File: src/assc_pkg.sv
/*
 * Package for the auxiliary converter sequencer step configuration bank:
 * register offsets, field positions, reset values and source codes.
 * Assumes a byte-wide register address and 16-bit register data.
 */
package assc_pkg;
	localparam int             ADDR_W       = 8;
	localparam int             DATA_W       = 16;
	localparam logic [7:0]     ADDR_SLOT11  = 8'h9B;
	localparam logic [7:0]     ADDR_SLOT12  = 8'h9C;
	localparam logic [15:0]    RST_SLOT11   = 16'h000B;
	localparam logic [15:0]    RST_SLOT12   = 16'h000C;
	localparam int             BIT_INCLUDE  = 15;
	localparam int             GAIN_HI      = 14;
	localparam int             GAIN_LO      = 13;
	localparam int             BIT_NEG      = 4;
	localparam int             POS_HI       = 3;
	localparam int             POS_LO       = 0;
	localparam logic [15:0]    WRITE_MASK   = 16'hE01F;
	// Positive-input codes that pick internal sources
	localparam logic [3:0]     POS_TEMP     = 4'h8;
	localparam logic [3:0]     POS_SHORT    = 4'h9;
	localparam logic [3:0]     POS_TESTDAC  = 4'hA;
	localparam logic [3:0]     POS_ASUPPLY  = 4'hB;
	localparam logic [3:0]     POS_IOSUPPLY = 4'hC;
	localparam logic [3:0]     POS_DSUPPLY  = 4'hD;
	localparam logic [3:0]     POS_ARAIL    = 4'hE;
	localparam logic [3:0]     POS_DRAIL    = 4'hF;
	// Gain factor encodings driven to the converter
	localparam logic [2:0]     GAIN_X1      = 3'h1;
	localparam logic [2:0]     GAIN_X2      = 3'h2;
	localparam logic [2:0]     GAIN_X4      = 3'h4;
	// Negative-input route encodings
	localparam logic [1:0]     NEG_GROUND   = 2'h0;
	localparam logic [1:0]     NEG_INSEVEN  = 2'h1;
	localparam logic [1:0]     NEG_AUTO     = 2'h2;
endpackage

File: src/assc_step_config.sv
/*
 * Step configuration bank for the auxiliary multiplexed converter sequencer:
 * slot eleven setup register with decoded routing, and the slot twelve
 * setup register. Assumes a simple register port driven synchronously to
 * clk, one strobe per cycle, read data valid the cycle after the read.
 */
// Chosen here: strobed register access.
// Functional notes
// - Bit 15 includes or skips this step
// - Gain field: 00 x1, 01 x2, else x4
// - Negative select: 0 ground, 1 input seven
// - Codes 0-7 pick external inputs zero-seven
// - Codes 8-15 pick internal sources, auto negative
// - Internal sources ignore the negative select bit
// - Slot twelve at 9Ch, reset 000Ch
// - Slot eleven at 9Bh, reset 000Bh
module assc_step_config
	import assc_pkg::*;
(
	input  wire logic              clk,
	input  wire logic              nrst,
	input  wire logic [ADDR_W-1:0] regAddr,
	input  wire logic [DATA_W-1:0] regWdata,
	input  wire logic              regWrite,
	input  wire logic              regRead,
	output logic      [DATA_W-1:0] regRdata,
	output logic                   slotInclude,
	output logic      [2:0]        slotGainFactor,
	output logic      [1:0]        slotNegRoute,
	output logic                   slotPosExternal,
	output logic      [2:0]        slotExtChannel,
	output logic      [3:0]        slotPosInputSelect,
	output logic      [DATA_W-1:0] slotTwelveSetup
);

	logic [DATA_W-1:0] slotElevenSetup_r;
	logic [DATA_W-1:0] slotElevenSetup_nxt;
	logic [DATA_W-1:0] slotTwelveSetup_r;
	logic [DATA_W-1:0] slotTwelveSetup_nxt;
	logic [DATA_W-1:0] regRdata_r;
	logic [DATA_W-1:0] regRdata_nxt;
	logic [1:0]        slotGainSelect;
	logic              slotNegInputSelect;

	// Register write path and read capture
	always_comb begin
		slotElevenSetup_nxt = slotElevenSetup_r;
		slotTwelveSetup_nxt = slotTwelveSetup_r;
		regRdata_nxt        = '0;
		if (regWrite && regAddr == ADDR_SLOT11) begin
			// Reserved bits never store, so they always read zero
			slotElevenSetup_nxt = regWdata & WRITE_MASK;
		end
		if (regWrite && regAddr == ADDR_SLOT12) begin
			slotTwelveSetup_nxt = regWdata & WRITE_MASK;
		end
		if (regRead) begin
			unique case (regAddr)
				ADDR_SLOT11: regRdata_nxt = slotElevenSetup_r;
				ADDR_SLOT12: regRdata_nxt = slotTwelveSetup_r;
				default:     regRdata_nxt = '0;
			endcase
		end
	end

	always_ff @(posedge clk) begin
		if (!nrst) begin
			slotElevenSetup_r <= RST_SLOT11;
			slotTwelveSetup_r <= RST_SLOT12;
			regRdata_r        <= '0;
		end else begin
			slotElevenSetup_r <= slotElevenSetup_nxt;
			slotTwelveSetup_r <= slotTwelveSetup_nxt;
			regRdata_r        <= regRdata_nxt;
		end
	end

	assign regRdata        = regRdata_r;
	assign slotTwelveSetup = slotTwelveSetup_r;

	// Field decode for the sequencer and analog mux
	assign slotInclude        = slotElevenSetup_r[BIT_INCLUDE];
	assign slotGainSelect     = slotElevenSetup_r[GAIN_HI:GAIN_LO];
	assign slotNegInputSelect = slotElevenSetup_r[BIT_NEG];
	assign slotPosInputSelect = slotElevenSetup_r[POS_HI:POS_LO];

	always_comb begin
		unique case (slotGainSelect)
			2'h0:    slotGainFactor = GAIN_X1;
			2'h1:    slotGainFactor = GAIN_X2;
			2'h2, 2'h3: slotGainFactor = GAIN_X4;
		endcase
	end

	// Top bit of the code marks an internal source
	assign slotPosExternal = ~slotPosInputSelect[3];
	assign slotExtChannel  = slotPosInputSelect[2:0];

	always_comb begin
		if (!slotPosExternal) begin
			// Internal source picks its own return path
			slotNegRoute = NEG_AUTO;
		end else if (slotNegInputSelect) begin
			slotNegRoute = NEG_INSEVEN;
		end else begin
			slotNegRoute = NEG_GROUND;
		end
	end

	// Checks on the register port
	a_reserved_zero: assert property (
		@(posedge clk) disable iff (!nrst)
		regRdata[12:5] == 8'h00)
		else $error("reserved bits read nonzero");

	a_elev_readback: assert property (
		@(posedge clk) disable iff (!nrst)
		regRead && regAddr == ADDR_SLOT11
		|=> regRdata == $past(slotElevenSetup_r))
		else $error("slot eleven readback wrong");

	a_twelve_readback: assert property (
		@(posedge clk) disable iff (!nrst)
		regRead && regAddr == ADDR_SLOT12
		|=> regRdata == $past(slotTwelveSetup_r))
		else $error("slot twelve readback wrong");

	a_read_after_write: assert property (
		@(posedge clk) disable iff (!nrst)
		(regWrite && regAddr == ADDR_SLOT11)
		##1 (regRead && regAddr == ADDR_SLOT11)
		|=> regRdata == ($past(regWdata, 2) & WRITE_MASK))
		else $error("slot eleven read after write stale");

	a_twelve_fresh_read: assert property (
		@(posedge clk) disable iff (!nrst)
		(regWrite && regAddr == ADDR_SLOT12)
		##1 (regRead && regAddr == ADDR_SLOT12)
		|=> regRdata == ($past(regWdata, 2) & WRITE_MASK))
		else $error("slot twelve read after write stale");

	a_rdata_idle: assert property (
		@(posedge clk) disable iff (!nrst)
		!regRead |=> regRdata == 16'h0000)
		else $error("read data not cleared");

	a_unmapped_read: assert property (
		@(posedge clk) disable iff (!nrst)
		regRead && regAddr != ADDR_SLOT11 && regAddr != ADDR_SLOT12
		|=> regRdata == 16'h0000)
		else $error("unmapped read not zero");

	a_unmapped_write: assert property (
		@(posedge clk) disable iff (!nrst)
		regWrite && regAddr != ADDR_SLOT11 && regAddr != ADDR_SLOT12
		|=> $stable(slotElevenSetup_r) && $stable(slotTwelveSetup_r))
		else $error("unmapped write stored");

	// Reset checks carry no disable, they watch the reset itself
	a_rdata_reset: assert property (
		@(posedge clk)
		!nrst |=> regRdata == 16'h0000)
		else $error("read data not reset");

	// Checks on the stored words
	a_eleven_write: assert property (
		@(posedge clk) disable iff (!nrst)
		regWrite && regAddr == ADDR_SLOT11
		|=> slotElevenSetup_r == ($past(regWdata) & WRITE_MASK))
		else $error("slot eleven write lost");

	a_twelve_write: assert property (
		@(posedge clk) disable iff (!nrst)
		regWrite && regAddr == ADDR_SLOT12
		|=> slotTwelveSetup == ($past(regWdata) & WRITE_MASK))
		else $error("slot twelve write lost");

	a_eleven_hold: assert property (
		@(posedge clk) disable iff (!nrst)
		!(regWrite && regAddr == ADDR_SLOT11)
		|=> $stable(slotElevenSetup_r))
		else $error("slot eleven changed without a write");

	a_twelve_hold: assert property (
		@(posedge clk) disable iff (!nrst)
		!(regWrite && regAddr == ADDR_SLOT12)
		|=> $stable(slotTwelveSetup_r))
		else $error("slot twelve changed without a write");

	a_eleven_reserved: assert property (
		@(posedge clk) disable iff (!nrst)
		slotElevenSetup_r[12:5] == 8'h00)
		else $error("slot eleven reserved bits set");

	a_twelve_reserved: assert property (
		@(posedge clk) disable iff (!nrst)
		slotTwelveSetup_r[12:5] == 8'h00)
		else $error("slot twelve reserved bits set");

	a_reset_value: assert property (
		@(posedge clk)
		!nrst |=> slotElevenSetup_r == RST_SLOT11
		&& slotTwelveSetup_r == RST_SLOT12)
		else $error("reset values wrong");

	// Checks on the decoded step settings
	a_include_write: assert property (
		@(posedge clk) disable iff (!nrst)
		regWrite && regAddr == ADDR_SLOT11
		|=> slotInclude == $past(regWdata[15]))
		else $error("include bit not applied");

	a_gain_one: assert property (
		@(posedge clk) disable iff (!nrst)
		regWrite && regAddr == ADDR_SLOT11
		&& regWdata[14:13] == 2'h0
		|=> slotGainFactor == GAIN_X1)
		else $error("gain one decode wrong");

	a_gain_two: assert property (
		@(posedge clk) disable iff (!nrst)
		regWrite && regAddr == ADDR_SLOT11
		&& regWdata[14:13] == 2'h1
		|=> slotGainFactor == GAIN_X2)
		else $error("gain two decode wrong");

	a_gain_map: assert property (
		@(posedge clk) disable iff (!nrst)
		regWrite && regAddr == ADDR_SLOT11
		&& regWdata[14]
		|=> slotGainFactor == GAIN_X4)
		else $error("gain four decode wrong");

	a_gain_range: assert property (
		@(posedge clk) disable iff (!nrst)
		slotGainFactor == GAIN_X1 || slotGainFactor == GAIN_X2
		|| slotGainFactor == GAIN_X4)
		else $error("gain factor out of range");

	a_neg_manual: assert property (
		@(posedge clk) disable iff (!nrst)
		regWrite && regAddr == ADDR_SLOT11 && !regWdata[3]
		|=> slotNegRoute == {1'b0, $past(regWdata[4])})
		else $error("negative route wrong");

	a_ext_channel: assert property (
		@(posedge clk) disable iff (!nrst)
		regWrite && regAddr == ADDR_SLOT11 && !regWdata[3]
		|=> slotPosExternal && slotExtChannel == $past(regWdata[2:0]))
		else $error("external channel wrong");

	a_pos_raw: assert property (
		@(posedge clk) disable iff (!nrst)
		regWrite && regAddr == ADDR_SLOT11
		|=> slotPosInputSelect == $past(regWdata[3:0]))
		else $error("positive code not applied");

	a_internal_auto: assert property (
		@(posedge clk) disable iff (!nrst)
		regWrite && regAddr == ADDR_SLOT11 && regWdata[3]
		|=> !slotPosExternal && slotNegRoute == NEG_AUTO)
		else $error("internal source not auto");

	a_neg_ignored: assert property (
		@(posedge clk) disable iff (!nrst)
		regWrite && regAddr == ADDR_SLOT11
		&& regWdata[3] && regWdata[4]
		|=> slotNegRoute == NEG_AUTO)
		else $error("negative select not ignored");

	a_decode_internal: assert property (
		@(posedge clk) disable iff (!nrst)
		!slotPosExternal |-> slotNegRoute == NEG_AUTO)
		else $error("internal source without auto route");

	a_decode_external: assert property (
		@(posedge clk) disable iff (!nrst)
		slotPosExternal |-> slotNegRoute != NEG_AUTO)
		else $error("external source with auto route");

	// Main scenarios
	c_internal_src: cover property (@(posedge clk) disable iff (!nrst)
		!slotPosExternal && slotInclude);

	c_gain_four: cover property (@(posedge clk) disable iff (!nrst)
		slotGainFactor == GAIN_X4);

	c_neg_seven: cover property (@(posedge clk) disable iff (!nrst)
		slotNegRoute == NEG_INSEVEN);

	c_back_to_back: cover property (@(posedge clk) disable iff (!nrst)
		regWrite ##1 regRead);

	c_write_then_read: cover property (@(posedge clk) disable iff (!nrst)
		(regWrite && regAddr == ADDR_SLOT11)
		##1 (regRead && regAddr == ADDR_SLOT11));

endmodule // assc_step_config

File: config.mk
export PLATFORM = sky130hd
export DESIGN_NAME = assc_step_config
export DESIGN_NICKNAME = d
export VERILOG_FILES = /design/src/assc_pkg.sv /design/src/assc_step_config.sv
export SDC_FILE = /design/constraint.sdc
export NUM_CORES = 1
export LEC_CHECK = 0
export BUFFER_PORTS_ARGS = -buffer_cell sky130_fd_sc_hd__buf_2
export CAP_MARGIN = 20
export CORE_AREA = 5 5 60 62
export DETAILED_ROUTE_END_ITERATION = 16
export DIE_AREA = 0 0 65 67
export PLACE_DENSITY = 0.73
export SYNTH_ARGS = -nofsm -noshare
export SYNTH_HDL_FRONTEND = slang
export SYNTH_SLANG_ARGS = --single-unit
File: constraint.sdc
create_clock -name clk -period 1.6 [get_ports clk]
set_input_delay 0.32 -clock clk [delete_from_list [all_inputs] [get_ports clk]]
set_output_delay 0.32 -clock clk [all_outputs]
set_load 0.05 [all_outputs]
==> summary.txt <==
Fin Setup TNS -> 0 ns
Drt wl/cell -> 12.8 um
Critical-path maximum fanout -> 3
First-pass detailed-route iteration total -> 4
Post-cts sizing count -> 0
Hold Crit Class -> in -> reg
Reg2reg path depth -> 2
Layout Cells excl Fill -> 198
Reg2reg setup slack -> 0.88 ns
CTS Hold Bufs -> 0
Pin count of the biggest net entering global routing -> 17
Die Y -> 67 um
Hpwl dp -> 1920 um
Slew Viols, Final -> 0
Area of the core -> 2980 um^2
Clock share of power -> 29.7%
RSZ-0062 raised after global routing -> no
Final period util -> 89.6%
Final Instance Area -> 1350 um^2
Worst setup SP type -> flip-flop
WL final -> 2530 um
Setup Viol. Count Final -> 0
Die footprint -> 4360 um^2
Internal power -> 772 uW
Switching Share -> 27.8%
Multi-input gate area -> 520 um^2
DP Cell Count -> 194
Final nets -> 194
Post-DP Area -> 1310 um^2
P_sw -> 297 uW
TritonCTS clock tree -> built
Max IR drop VDD -> 0.253 mV
Critical path data required time -> 1.28 ns
Arrival time at the worst endpoint -> 1.11 ns
Synthesis-stage register bit count -> 24
Synth area leader -> dfxtp_1
Share of layout cells above drive strength 1 -> 37.0%
Max-cap violation count -> 0
Post-Syn Instances -> 125
Critical path cell sequence -> nor2b_1, buf_2
Worst r2r dst -> regRdata[3]
Core occupancy in the finished layout -> 45.3%
Seq/Total Area, Yosys -> 40.5%
R2r startpoint -> slotElevenSetup_r[3]
Post-CTS setup buffer count -> 0
Fill cell count -> 297
Die X-Extent -> 65 um
# port buffers -> 49
Post-Syn Area -> 1190 um^2
Initial Util -> 39.8%
Worst Setup SP -> slotElevenSetup_r[4]
Leak -> 0.608 nW
Global-route wire length before repair -> 3830 um
F_max -> 697 MHz
Cts bufs inserted -> 3
Synth warn -> 0
Starting DRT DRC Count -> 33
Hold Vio Cnt, Final -> 0
Post-synth EDFFs -> 0
Comb pwr share -> 14.3%
Slowest library cell on the worst path -> dfxtp_1
Vias in the first global route -> 820
CTS H-tree depth -> 1
CP peak stage delay -> 0.37 ns
Worst clock skew -> 0.00155 ns
Clock sinks -> 24
Hold WS -> 0.253 ns
Fin crit period -> 1.43 ns
Total power -> 1.07 mW
Synth top area cells -> dfxtp_1 41%, buf_4 15%, mux2i_1 14%
Area grow syn2layout -> 13.8%
Via Count -> 897
Via-to-Cell Ratio -> 4.53
Crit. End Element -> primary output
Library cells used by synthesis -> 17
# IOs -> 74
Post-route setup slack -> 0.166 ns
Root buffer selected by CTS -> clkbuf_4
Average size of a mapped cell -> 9.49 um^2
Yosys top cell area share -> 40.5%
Status -> finished clean
Initial antenna violation count -> 0
CTS clock-pin slew for the worst setup and hold paths -> 0.13 ns
Sequential Power Share -> 56.0%
DRC viols -> 0
CTS Buffer Depth -> 2
Place WS -> 0.226 ns
Async S/R FF share, synth -> 0%
Site row count -> 20
Power density over the cells -> 792 nW/um^2
Detail Route Antenna Nets -> 0
FF+latch area -> 480 um^2
Worst skew pair latency -> 0.31 ns
Total GRT Usage -> 11.6%
Antenna fix cells -> 0
Setup crit end -> slotNegRoute[0]
Global route total overflow -> 0
Top cells by count, synth -> 24 x buf_4, 24 x dfxtp_1, 18 x nand2_1
Crit Path Class -> reg -> out
Primary FF master, synth -> dfxtp_1
Final GP Congestion -> 0.744
-- logic make-up after synthesis --
family          after synthesis  share of synthesized area [%]
buf+inv                      32                           20.4
compound gates                8                           5.06
flops                        24                           40.5
mux                          16                           13.5
simple gates                 44                           20.3
other cells                   1                          0.316
-- power by group through the flow --
stage                     Combinational, mW  Clock, mW  Sequential [mW]
after global placement                0.152          0            0.612
final                                 0.153      0.317            0.599
after floorplan                       0.148          0            0.613
after global routing                  0.164      0.364            0.599
after detailed placement              0.152          0            0.612
after CTS                             0.153      0.330            0.599
-- sequential cells by signal (all words and copies together), names as in the netlist --
name	count
regRdata	8
slotTwelveSetup	8
slotElevenSetup_r	8
-- critical path: cells and delay by family, from the launching register on --
kind	cells	cell delay (ns)
simple gates	1	0.15
flops	1	0.37
buf+inv	1	0.28
-- cell type report --
cell class | count | share of cell area (%)
Inverter | 1 | 0.278
Multi-Input combinational cell | 84 | 38.6
Sequential cell | 24 | 35.6
Tap cell | 33 | 3.06
Clock buffer | 4 | 2.69
Timing Repair Buffer | 52 | 19.8
-- worst min-delay path by stage --
stage	startpoint	end	slack, ns	cells past startpoint
floorplan	slotElevenSetup_r[4]	slotElevenSetup_r[4]	0.44	2
global placement	slotElevenSetup_r[4]	slotElevenSetup_r[4]	0.46	2
detailed placement	slotElevenSetup_r[4]	slotElevenSetup_r[4]	0.47	2
CTS	regWdata[1]	slotTwelveSetup[1]	0.25	3
global route	regWdata[0]	slotTwelveSetup[0]	0.23	3
finish	regWdata[1]	slotTwelveSetup[1]	0.25	3
-- routing by layer --
metal,global-route usage [%],wire (um),vias to the layer above
li1,-,-,450
met1,13.6,1030,398
met2,19.2,1180,45
met3,2.87,261,4
met4,6.33,53,0
met5,0,0,-
-- placed cells by master (no fill, tap or decap), types with 2 or more instances in the layout --
cell and count:
dfxtp_1 24, conb_1 16, clkbuf_4 3, buf_4 3
a22oi_1 8, and4_4 2, nor2_1 9, nor2b_1 11
mux2i_1 16, nand2_1 18, buf_2 49
Power figures use the tool's default switching activity.
